$ cat src/common/sms_regs.vh
// constants for the superframe mode selector
`ifndef SMS_REGS_VH
`define SMS_REGS_VH

// ----------------------------------------
// mode indicator codes
// ----------------------------------------
`define SMS_MODE_ACELP 2'h0
`define SMS_MODE_SHORT 2'h1
`define SMS_MODE_MEDIUM 2'h2
`define SMS_MODE_LONG 2'h3

// ----------------------------------------
// trial sequencing
// ----------------------------------------
`define SMS_TRIAL_W 4
`define SMS_TRIAL_FIRST 4'h1
`define SMS_TRIAL_LAST 4'hB
`define SMS_TRIAL_PAIR0 4'h5
`define SMS_TRIAL_PAIR1 4'hA

// ----------------------------------------
// quality figures and block sizes
// ----------------------------------------
`define SMS_SNR_W 16
`define SMS_ACC_W 20
`define SMS_SUBFRAME_SAMPLES 64
`define SMS_SF_SHORT 5'h04
`define SMS_SF_MEDIUM 5'h08
`define SMS_SF_LONG 5'h10
`define SMS_SHIFT_SHORT 2'h2
`define SMS_SHIFT_MEDIUM 2'h3
`define SMS_SHIFT_LONG 3'h4

`endif

$ cat src/rtl/sms_quality_avg.v
// averages per-subframe quality figures over one trial block
`timescale 1ns/1ps
`include "sms_regs.vh"

module sms_quality_avg (
  // clock and reset
  input wire sys_clk,
  input wire rst,
  // control
  input wire clear,
  input wire [4:0] subframe_count,
  // per-subframe quality from trial encoder
  input wire seg_valid,
  input wire signed [`SMS_SNR_W-1:0] segment_quality_ratio,
  // result
  output wire signed [`SMS_SNR_W-1:0] avg_quality,
  output wire avg_done
);

  // ----------------------------------------
  // accumulation
  // ----------------------------------------
  reg signed [`SMS_ACC_W-1:0] acc_q;
  reg [4:0] cnt_q;
  reg signed [`SMS_ACC_W-1:0] sh;

  always @(posedge sys_clk or posedge rst) begin
    if (rst) begin
      acc_q <= {`SMS_ACC_W{1'b0}};
      cnt_q <= 5'h00;
    end else if (clear) begin
      acc_q <= {`SMS_ACC_W{1'b0}};
      cnt_q <= 5'h00;
    end else if (seg_valid && !avg_done) begin
      acc_q <= acc_q + {{(`SMS_ACC_W-`SMS_SNR_W){segment_quality_ratio[`SMS_SNR_W-1]}},
                        segment_quality_ratio};
      cnt_q <= cnt_q + 5'h01;
    end
  end

  assign avg_done = (cnt_q == subframe_count) && (subframe_count != 5'h00);

  // divide by 4, 8 or 16 subframes; counts are powers of two so a shift is exact
  always @* begin
    if (subframe_count == `SMS_SF_LONG)
      sh = acc_q >>> `SMS_SHIFT_LONG;
    else if (subframe_count == `SMS_SF_MEDIUM)
      sh = acc_q >>> `SMS_SHIFT_MEDIUM;
    else
      sh = acc_q >>> `SMS_SHIFT_SHORT;
  end

  assign avg_quality = sh[`SMS_SNR_W-1:0];

endmodule // sms_quality_avg

$ cat src/rtl/sms_selector.v
// closed-loop superframe mode selector
`timescale 1ns/1ps
`include "sms_regs.vh"

module sms_selector (
  // clock and reset
  input wire sys_clk,
  input wire rst,
  // superframe control
  input wire sf_start,
  output wire sf_busy,
  output reg sf_done,
  // trial request to encoders
  output reg trial_req,
  output reg [3:0] trial_num,
  output reg [3:0] trial_frames,
  output reg [1:0] trial_mode,
  output reg [4:0] subframe_count,
  // per-subframe quality answers
  input wire seg_valid,
  input wire signed [`SMS_SNR_W-1:0] segment_quality_ratio,
  // committed modes, one per packet
  output reg [1:0] first_quarter_frame,
  output reg [1:0] second_quarter_frame,
  output reg [1:0] third_quarter_frame,
  output reg [1:0] fourth_quarter_frame,
  output reg quad_legal
);

  // ----------------------------------------
  // states
  // ----------------------------------------
  localparam ST_IDLE = 2'h0;
  localparam ST_REQ = 2'h1;
  localparam ST_WAIT = 2'h2;
  localparam ST_DECIDE = 2'h3;

  reg [1:0] state_q, state_d;
  reg [3:0] trial_q, trial_d;
  reg [1:0] m0_q, m1_q, m2_q, m3_q;
  reg [1:0] m0_d, m1_d, m2_d, m3_d;
  reg signed [`SMS_SNR_W-1:0] q0_q, q1_q, q2_q, q3_q;
  reg signed [`SMS_SNR_W-1:0] q0_d, q1_d, q2_d, q3_d;
  reg signed [`SMS_SNR_W-1:0] half0_q, half1_q, half0_d, half1_d;
  reg signed [`SMS_SNR_W-1:0] acelp_q, acelp_d;

  wire signed [`SMS_SNR_W-1:0] avg_quality;
  wire avg_done;

  // ----------------------------------------
  // helpers
  // ----------------------------------------
  // mean of two averages; equal-length halves so plain mean equals block average
  function signed [`SMS_SNR_W-1:0] mean2;
    input signed [`SMS_SNR_W-1:0] a;
    input signed [`SMS_SNR_W-1:0] b;
    reg signed [`SMS_SNR_W:0] s;
    begin
      s = {a[`SMS_SNR_W-1], a} + {b[`SMS_SNR_W-1], b};
      mean2 = s[`SMS_SNR_W:1];
    end
  endfunction

  // legality of a quadruplet
  function legal_quad;
    input [1:0] a;
    input [1:0] b;
    input [1:0] c;
    input [1:0] d;
    reg all_long;
    reg any_long;
    begin
      all_long = (a == `SMS_MODE_LONG) && (b == `SMS_MODE_LONG) &&
                 (c == `SMS_MODE_LONG) && (d == `SMS_MODE_LONG);
      any_long = (a == `SMS_MODE_LONG) || (b == `SMS_MODE_LONG) ||
                 (c == `SMS_MODE_LONG) || (d == `SMS_MODE_LONG);
      legal_quad = all_long ||
        (!any_long &&
         ((a == `SMS_MODE_MEDIUM) == (b == `SMS_MODE_MEDIUM)) &&
         ((c == `SMS_MODE_MEDIUM) == (d == `SMS_MODE_MEDIUM)));
    end
  endfunction

  // ----------------------------------------
  // trial description
  // ----------------------------------------
  // each trial names its frames (bit k for frame k), its mode code and how many
  // subframe figures it averages; grouped trials must get the matching length
  always @* begin
    trial_frames = 4'h0;
    trial_mode = `SMS_MODE_ACELP;
    subframe_count = `SMS_SF_SHORT;
    case (trial_q)
      4'h1: begin trial_frames = 4'h1; trial_mode = `SMS_MODE_ACELP; end
      4'h2: begin trial_frames = 4'h1; trial_mode = `SMS_MODE_SHORT; end
      4'h3: begin trial_frames = 4'h2; trial_mode = `SMS_MODE_ACELP; end
      4'h4: begin trial_frames = 4'h2; trial_mode = `SMS_MODE_SHORT; end
      4'h5: begin
        trial_frames = 4'h3;
        trial_mode = `SMS_MODE_MEDIUM;
        subframe_count = `SMS_SF_MEDIUM;
      end
      4'h6: begin trial_frames = 4'h4; trial_mode = `SMS_MODE_ACELP; end
      4'h7: begin trial_frames = 4'h4; trial_mode = `SMS_MODE_SHORT; end
      4'h8: begin trial_frames = 4'h8; trial_mode = `SMS_MODE_ACELP; end
      4'h9: begin trial_frames = 4'h8; trial_mode = `SMS_MODE_SHORT; end
      4'hA: begin
        trial_frames = 4'hC;
        trial_mode = `SMS_MODE_MEDIUM;
        subframe_count = `SMS_SF_MEDIUM;
      end
      4'hB: begin
        trial_frames = 4'hF;
        trial_mode = `SMS_MODE_LONG;
        subframe_count = `SMS_SF_LONG;
      end
      default: begin
        trial_frames = 4'h0;
      end
    endcase
  end

  // ----------------------------------------
  // quality averaging
  // ----------------------------------------
  sms_quality_avg u_avg (
    .sys_clk(sys_clk),
    .rst(rst),
    .clear(state_q == ST_REQ),
    .subframe_count(subframe_count),
    .seg_valid(seg_valid && (state_q == ST_WAIT)),
    .segment_quality_ratio(segment_quality_ratio),
    .avg_quality(avg_quality),
    .avg_done(avg_done)
  );

  // ----------------------------------------
  // sequencing and decisions
  // ----------------------------------------
  always @* begin
    state_d = state_q;
    trial_d = trial_q;
    m0_d = m0_q;
    m1_d = m1_q;
    m2_d = m2_q;
    m3_d = m3_q;
    q0_d = q0_q;
    q1_d = q1_q;
    q2_d = q2_q;
    q3_d = q3_q;
    half0_d = half0_q;
    half1_d = half1_q;
    acelp_d = acelp_q;
    trial_req = 1'b0;
    case (state_q)
      ST_IDLE: begin
        if (sf_start) begin
          state_d = ST_REQ;
          trial_d = `SMS_TRIAL_FIRST;
          m0_d = `SMS_MODE_ACELP;
          m1_d = `SMS_MODE_ACELP;
          m2_d = `SMS_MODE_ACELP;
          m3_d = `SMS_MODE_ACELP;
        end
      end
      ST_REQ: begin
        trial_req = 1'b1;
        state_d = ST_WAIT;
      end
      ST_WAIT: begin
        // next request only once this trial's figures are all in
        trial_req = 1'b1;
        if (avg_done)
          state_d = ST_DECIDE;
      end
      ST_DECIDE: begin
        // strict greater-than keeps the held choice on ties
        case (trial_q)
          4'h1, 4'h6: acelp_d = avg_quality;
          4'h2: begin
            if (avg_quality > acelp_q) begin
              m0_d = `SMS_MODE_SHORT; q0_d = avg_quality;
            end else begin
              m0_d = `SMS_MODE_ACELP; q0_d = acelp_q;
            end
          end
          4'h3, 4'h8: acelp_d = avg_quality;
          4'h4: begin
            if (avg_quality > acelp_q) begin
              m1_d = `SMS_MODE_SHORT; q1_d = avg_quality;
            end else begin
              m1_d = `SMS_MODE_ACELP; q1_d = acelp_q;
            end
          end
          4'h5: begin
            if (avg_quality > mean2(q0_q, q1_q)) begin
              m0_d = `SMS_MODE_MEDIUM; m1_d = `SMS_MODE_MEDIUM;
              half0_d = avg_quality;
            end else begin
              half0_d = mean2(q0_q, q1_q);
            end
          end
          4'h7: begin
            if (avg_quality > acelp_q) begin
              m2_d = `SMS_MODE_SHORT; q2_d = avg_quality;
            end else begin
              m2_d = `SMS_MODE_ACELP; q2_d = acelp_q;
            end
          end
          4'h9: begin
            if (avg_quality > acelp_q) begin
              m3_d = `SMS_MODE_SHORT; q3_d = avg_quality;
            end else begin
              m3_d = `SMS_MODE_ACELP; q3_d = acelp_q;
            end
          end
          4'hA: begin
            if (avg_quality > mean2(q2_q, q3_q)) begin
              m2_d = `SMS_MODE_MEDIUM; m3_d = `SMS_MODE_MEDIUM;
              half1_d = avg_quality;
            end else begin
              half1_d = mean2(q2_q, q3_q);
            end
          end
          4'hB: begin
            if (avg_quality > mean2(half0_q, half1_q)) begin
              m0_d = `SMS_MODE_LONG;
              m1_d = `SMS_MODE_LONG;
              m2_d = `SMS_MODE_LONG;
              m3_d = `SMS_MODE_LONG;
            end
          end
          default: begin
            acelp_d = acelp_q;
          end
        endcase
        // the last decide goes idle; the commit block samples the final set in this cycle
        if (trial_q == `SMS_TRIAL_LAST) begin
          state_d = ST_IDLE;
        end else begin
          trial_d = trial_q + 4'h1;
          state_d = ST_REQ;
        end
      end
      default: state_d = ST_IDLE;
    endcase
  end

  always @(posedge sys_clk or posedge rst) begin
    if (rst) begin
      state_q <= ST_IDLE;
      trial_q <= 4'h0;
      m0_q <= `SMS_MODE_ACELP;
      m1_q <= `SMS_MODE_ACELP;
      m2_q <= `SMS_MODE_ACELP;
      m3_q <= `SMS_MODE_ACELP;
      q0_q <= {`SMS_SNR_W{1'b0}};
      q1_q <= {`SMS_SNR_W{1'b0}};
      q2_q <= {`SMS_SNR_W{1'b0}};
      q3_q <= {`SMS_SNR_W{1'b0}};
      half0_q <= {`SMS_SNR_W{1'b0}};
      half1_q <= {`SMS_SNR_W{1'b0}};
      acelp_q <= {`SMS_SNR_W{1'b0}};
    end else begin
      state_q <= state_d;
      trial_q <= trial_d;
      m0_q <= m0_d;
      m1_q <= m1_d;
      m2_q <= m2_d;
      m3_q <= m3_d;
      q0_q <= q0_d;
      q1_q <= q1_d;
      q2_q <= q2_d;
      q3_q <= q3_d;
      half0_q <= half0_d;
      half1_q <= half1_d;
      acelp_q <= acelp_d;
    end
  end

  // ----------------------------------------
  // commit
  // ----------------------------------------
  // legality is judged on the set being committed, not on the one still held
  wire quad_ok;
  assign quad_ok = legal_quad(m0_d, m1_d, m2_d, m3_d);

  // outputs move only at the end of trial 11, so packets never see provisional modes
  always @(posedge sys_clk or posedge rst) begin
    if (rst) begin
      first_quarter_frame <= `SMS_MODE_ACELP;
      second_quarter_frame <= `SMS_MODE_ACELP;
      third_quarter_frame <= `SMS_MODE_ACELP;
      fourth_quarter_frame <= `SMS_MODE_ACELP;
      quad_legal <= 1'b1;
      sf_done <= 1'b0;
    end else begin
      sf_done <= 1'b0;
      if (state_q == ST_DECIDE && trial_q == `SMS_TRIAL_LAST) begin
        first_quarter_frame <= m0_d;
        second_quarter_frame <= m1_d;
        third_quarter_frame <= m2_d;
        fourth_quarter_frame <= m3_d;
        quad_legal <= quad_ok;
        sf_done <= 1'b1;
      end
    end
  end

  // ----------------------------------------
  // trial number and busy
  // ----------------------------------------
  // trial_num follows trial_q, so it stays steady for the whole request and decide
  always @(posedge sys_clk or posedge rst) begin
    if (rst)
      trial_num <= 4'h0;
    else
      trial_num <= trial_d;
  end

  assign sf_busy = (state_q != ST_IDLE);

endmodule // sms_selector

$ cat config.mk
export PLATFORM = sky130hd
export DESIGN_NAME = sms_selector
export DESIGN_NICKNAME = d
export VERILOG_FILES = /design/src/rtl/sms_quality_avg.v /design/src/rtl/sms_selector.v
export VERILOG_INCLUDE_DIRS = /design/src /design/src/common
export SDC_FILE = /design/constraint.sdc
export NUM_CORES = 1
export LEC_CHECK = 0
export ABC_AREA = 1
export BUFFER_PORTS_ARGS = -buffer_cell sky130_fd_sc_hd__clkbuf_2
export CAP_MARGIN = 15
export CORE_MARGIN = 2
export CORE_UTILIZATION = 25
export CTS_CLUSTER_SIZE = 14
export DETAILED_ROUTE_END_ITERATION = 8
export GPL_ROUTABILITY_DRIVEN = 1
export PLACE_DENSITY = 0.5
export SYNTH_ARGS = -nofsm -noshare
export SYNTH_HDL_FRONTEND = slang
export SYNTH_SLANG_ARGS = --single-unit
$ cat constraint.sdc
create_clock -name sys_clk -period 5.75 [get_ports sys_clk]
set_clock_uncertainty 0.05 [all_clocks]
set_input_delay 0 -clock sys_clk [delete_from_list [all_inputs] [get_ports sys_clk]]
set_output_delay 0 -clock sys_clk [all_outputs]
set_load 0.02 [all_outputs]
# == Yosys cells after proc, flatten, opt, wreduce, memory -nomap -nowiden ==
# Index checks and enable logic that the tools add are counted.
# totals
out_inout_bits,27
inputBits,20
ff_bits,161
wordCells,140
# op_classes
n_mux,42
n_reduce_logical,37
n_eq_ne,30
add_sub_neg,6
magnitude_cmp,4
# ops
op,n
$mux 16,5
$gt 16x16->1,4
$add 16x16->17,3
$mux 20,2
$pmux 2 s3,5
$mux 2,14
$pmux 4 s7,1
$add 20x20->20,1
$eq 2x2->1 const B,10
$eq 4x3->1 const B,4
$eq 4x4->1 const B,4
$pmux 2 s2,4
$reduce_and 2->1,8
$reduce_or 2->1,6
$mux 5,2
$pmux 5 s2,1
$logic_and 1x1->1,9
$eq 4x2->1 const B,2
$mux 4,2
$pmux 2 s4,1
$pmux 4 s2,1
$reduce_or 4->1,2
$reduce_bool 2->1,3
$add 5x1->5 const B,1
15 further kinds,24

# == Logic depth before layout (Yosys ltp) ==
# logic_depth
depth_word,18
depth_mapped,34
depth_no_buf,33

# == Modules after synthesis ==
# From an unflattened synthesis, not the netlist that was laid out.
# hier_totals
hier_cells,1696
area_unflattened_um2,12416.9
# modules_own_cells
module,instances,area_each_um2,cells_each,seq_area_each_um2
sms_selector,1,9773.1,1271,3404.5
sms_quality_avg,1,2643.8,425,625.6

# == Worst setup path after synthesis ==
# No wires, ideal clock.
# synth_timing
path_kind,register to register
startpoint,register half0_q[1]
endpoint,register quad_legal
n_path_buf,0
required_time_ns,5.627
t_arrival_ns,3.793
setup_time_ns,0.073
slack_ns,1.834
period_less_slack_ns,3.916
stages_incl_launch_ff,32
cell_sequence,dfrtp_1 -> inv_1 -> fa_1 -> nand3b_1 -> and2_1 -> o221ai_1 -> a21oi_1 -> inv_1 -> nand2_1 -> nand2_1 -> a31oi_1 -> o21ai_0 -> nand2_1 -> a22oi_1 -> ha_1 -> a21oi_1 -> o21ai_0 -> a21oi_1 -> nand2_1 -> nand2_1 -> nand3_1 -> nand2_1 -> nand2_1 -> nand3_1 -> nand2_1 -> nand2_1 -> nand2_1 -> inv_1 -> nand2_1 -> nand2_1 -> nand2_1 -> a21oi_1
# synth_via
elab_chain_cells,13
elab_cells_between_ends,34
cone_classes,1 x add/sub; 1 x order compare; 10 x eq/ne; 12 x mux; 10 x reduce/logical
# synth_rtl
element,line_no,text
from (decl),sms_selector.v:44,"reg signed [`SMS_SNR_W-1:0] half0_q, half1_q, half0_d, half1_d;"
from (signal assigned),sms_selector.v:261,half0_q <= {`SMS_SNR_W{1'b0}};
from (signal assigned),sms_selector.v:275,half0_q <= half0_d;
$add 16x16->17 (*),sms_selector.v:59,"s = {a[`SMS_SNR_W-1], a} + {b[`SMS_SNR_W-1], b};"
$gt 16x16->1 (*),sms_selector.v:226,"if (avg_quality > mean2(half0_q, half1_q)) begin"
$mux 2 (*),sms_selector.v:226,
$pmux 2 s3 (*),sms_selector.v:178,case (trial_q)
$pmux 2 s2 (*),sms_selector.v:155,case (state_q)
via m0_d[1],sms_selector.v:41,"reg [1:0] m0_d, m1_d, m2_d, m3_d;"
$eq 2x2->1 (no line),-,
$logic_or 1x1->1 (3 in a row),sms_selector.v:75,any_long = (a == `SMS_MODE_LONG) || (b == `SMS_MODE_LONG) ||
$logic_not 1->1,sms_selector.v:78,(!any_long &&
$logic_and 1x1->1 (2 in a row),sms_selector.v:78,
$logic_or 1x1->1 (*),sms_selector.v:77,legal_quad = all_long ||
to (signal assigned),sms_selector.v:304,quad_legal <= quad_ok;
to (decl),sms_selector.v:27,output reg quad_legal
# Mark *: on every way through the listed nets, which the timed path passes. The rest lies on a longest branch.
# A chain may end at the register's enable or synchronous reset.

==> metrics <==
Clock Path Buffers 2; Clk Latency, worst-skew pair about 450 ps; Pwr Total about 8 mW; HPWL Detailed roughly 26 mm; Main synth FF type dfrtp_1; worst slack at placement 659.0 ps; CP required around 6000 ps; synth warn 0; LEAKAGE 6.778 nW; wire length on met1 between 15 and 20 mm; DR iter-0 viols 635; ANT cells 0; register area share after synthesis 0.3371; Core Region between 0.04 and 0.05 mm^2; Synth-to-Final Area Change 13.51%; CTS Sinks between 150 and 200; htree depth 4; final setup TNS 0 ps; Worst VDD drop a little under 0.0003 V; Setup-failing EPs final 0; fmax roughly 190 MHz; Cell Area, Synth ~0.012 mm^2; top cells by area, synth dfrtp_1 (33%), ha_1 (14%), nand2_1 (13%); post-synth top area share 0.3349; gr usage total 0.1416; remaining antenna violation count 0; Async SR Flop Fraction 1.000; Die H approximately 220 um; GPL Wtd Cong around 0.85; Slew Viols, Final 0; Mapped Avg Cell Area around 7.6 um^2; crit path time final 5199 ps; Hold/Removal Path Class in2reg; buffers added on ports between 40 and 50; Fin. Hold Viols 0; DR vias ~11,000; DR WL/cell around 15 um; Pwr Density about 590 mW/mm^2; post-CTS setup buffers 0; Synth Register Bits 161; EDFF count, synth 0; clock slew seen by the registers of the worst setup and hold paths ~70 ps; Initial Util 0.2520; Max Cap Violations 0; vias in the first global route 10,520; TritonCTS clock tree built; Slew HR 0.2468; Startpoint Class register; Yosys top cell by area dfrtp_1; routed wl met3 roughly 1.3 mm; Cell variety after synth 54; RSZ-0062 raised after global routing false; worst setup margin 551.2 ps; run status complete, no violations; number of remaining DRC errors 0; Die X between 200 and 250 um; critical-path cell list ha_1 > inv_1 > nor2_8 > inv_2 > nor2_4 > inv_2 > nand2_2 > inv_2 > a221oi_1 > inv_1 > ha_1 > nand4_1 > nor2_1 > nand3_1 > and3_1 > buf_4 > o21ai_0 > o21ai_0; largest net degree at the start of global routing 99; Worst path max stage delay 500 ps; DR vias/cell 4.695; DR WL met2 between 15 and 20 mm; worst-margin pin slew approximately 1100 ps; Synth top cells by count nand2_1 (426), dfrtp_1 (160), inv_1 (159); Rows 80; CP Class reg2reg; top-count cell post-synth nand2_1; IO Pins 47; CTS root buf clkbuf_16; nets about 1,800; die area roughly 0.050 mm^2; Critical Path AT 5430 ps; first-pass GRT wire length between 50 and 60 mm; initial antenna violation count 0; global route total overflow 0; Top Metal Used met4; Critical Path Fanout Max 32; CTS buffer count 17; share of layout cells above drive strength 1 0.09348; Cells after Synth 1,570; PostCTS Resize Cnt 0; drt pass-1 iters 5; Worst path most repeated cell inv_2; Slowest-stage cell, CP o21ai_0; final wirelength approximately 34 mm; fin crit share 0.9041; Crit. End Element register
sequential cells by signal, summed over array words and instances, names as in the netlist, 4 cells and up:
signal       flops
q0_q            16
trial_num        4
q2_q            16
half1_q         16
half0_q         16
u_avg.acc_q     20
acelp_q         16
u_avg.cnt_q      5
q3_q            16
q1_q            16
worst paths after layout:
kind / to / from / slack, ps / depth (start not counted)
max: q3_q[15] / trial_num[1] / 550 / 18
min in group asynchronous: u_avg.acc_q[1] / rst / 270 / 3
min: u_avg.acc_q[2] / segment_quality_ratio[2] / 30 / 4
max in group asynchronous: half1_q[1] / rst / 3920 / 4
min reg2reg: half1_q[3] / half1_q[3] / 430 / 2
max reg2reg: q3_q[15] / trial_num[1] / 550 / 18
kinds of logic after synthesis:
| logic type | Yosys count | share of synthesized area |
|---|---|---|
| AND/OR/NAND/NOR | 604 | 0.2072 |
| AO/OA/AOI/OAI | 387 | 0.1938 |
| flip-flops | 161 | 0.3371 |
| buffers and inverters | 223 | 0.07222 |
| other | 1 | 0.0003137 |
| adder cells (fa/ha/maj) | 142 | 0.1511 |
| XOR/XNOR | 52 | 0.03810 |
area by class of cell:
class,instances,area [um^2]
clock buffers,23,467.9
clock inverters,9,153.9
fillers,5223,33880
repair buffers,65,395.4
well taps,615,769.5
inverters,181,684.4
multi-input cells,1187,7068
flip-flops and latches,161,4030
placed cells by master (no fill, tap or decap), drive strengths merged, types with 3 or more instances in the layout:
master / instances
o21a: 6
o21ai: 192
o211ai: 28
nand4: 12
a21o: 3
a31oi: 6
fa: 4
inv: 182
dlygate4sd3: 7
xor2: 28
bufinv: 4
o22ai: 12
nor3b: 3
xnor2: 24
nand3: 46
clkbuf: 67
nand2: 431
nor3: 15
buf: 14
dfrtp: 160
a221oi: 14
ha: 138
a21oi: 110
nor2: 91
o21bai: 4
routing by layer:
layer | track usage | up-vias
met5 | 0 | -
met4 | 0.03507 | 0
met3 | 0.02301 | 40
met2 | 0.2382 | 199
met1 | 0.1889 | 4939
li1 | - | 5343
stage by stage:
step                hold WS, ps  utilization  cells  cell area (um^2)
floorplan                 196.9            -   1571             11960
global placement          231.8       0.2714   2202             12880
detailed placement        242.4       0.2714   2202             12880
CTS                       17.99       0.2860   2241             13570
global route              70.94       0.2860   2241             13570
finish                    34.75       0.2860   2241             13570
critical path: cells and delay by family (launching register included):
family                   cells  cell delay (ps)
AO/OA/AOI/OAI                3             1140
buffers and inverters        6             1110
AND/OR/NAND/NOR              7             1720
adder cells (fa/ha/maj)      2              560
flip-flops                   1              450
power by group:
| group | leakage (nW) | internal, mW | switching [mW] |
|---|---|---|---|
| Clock | 0.298 | 0.750 | 0.484 |
| Combinational | 4.33 | 1.56 | 3.46 |
| Sequential | 2.15 | 1.45 | 0.266 |
what timing repair did:
action / 4_1_cts / 5_1_grt
setup endpoints to repair: 0 / 0
hold buffers: 7 / 0
endpoints found under the hold margin: 105 / 0
Power figures use the tool's default switching activity.
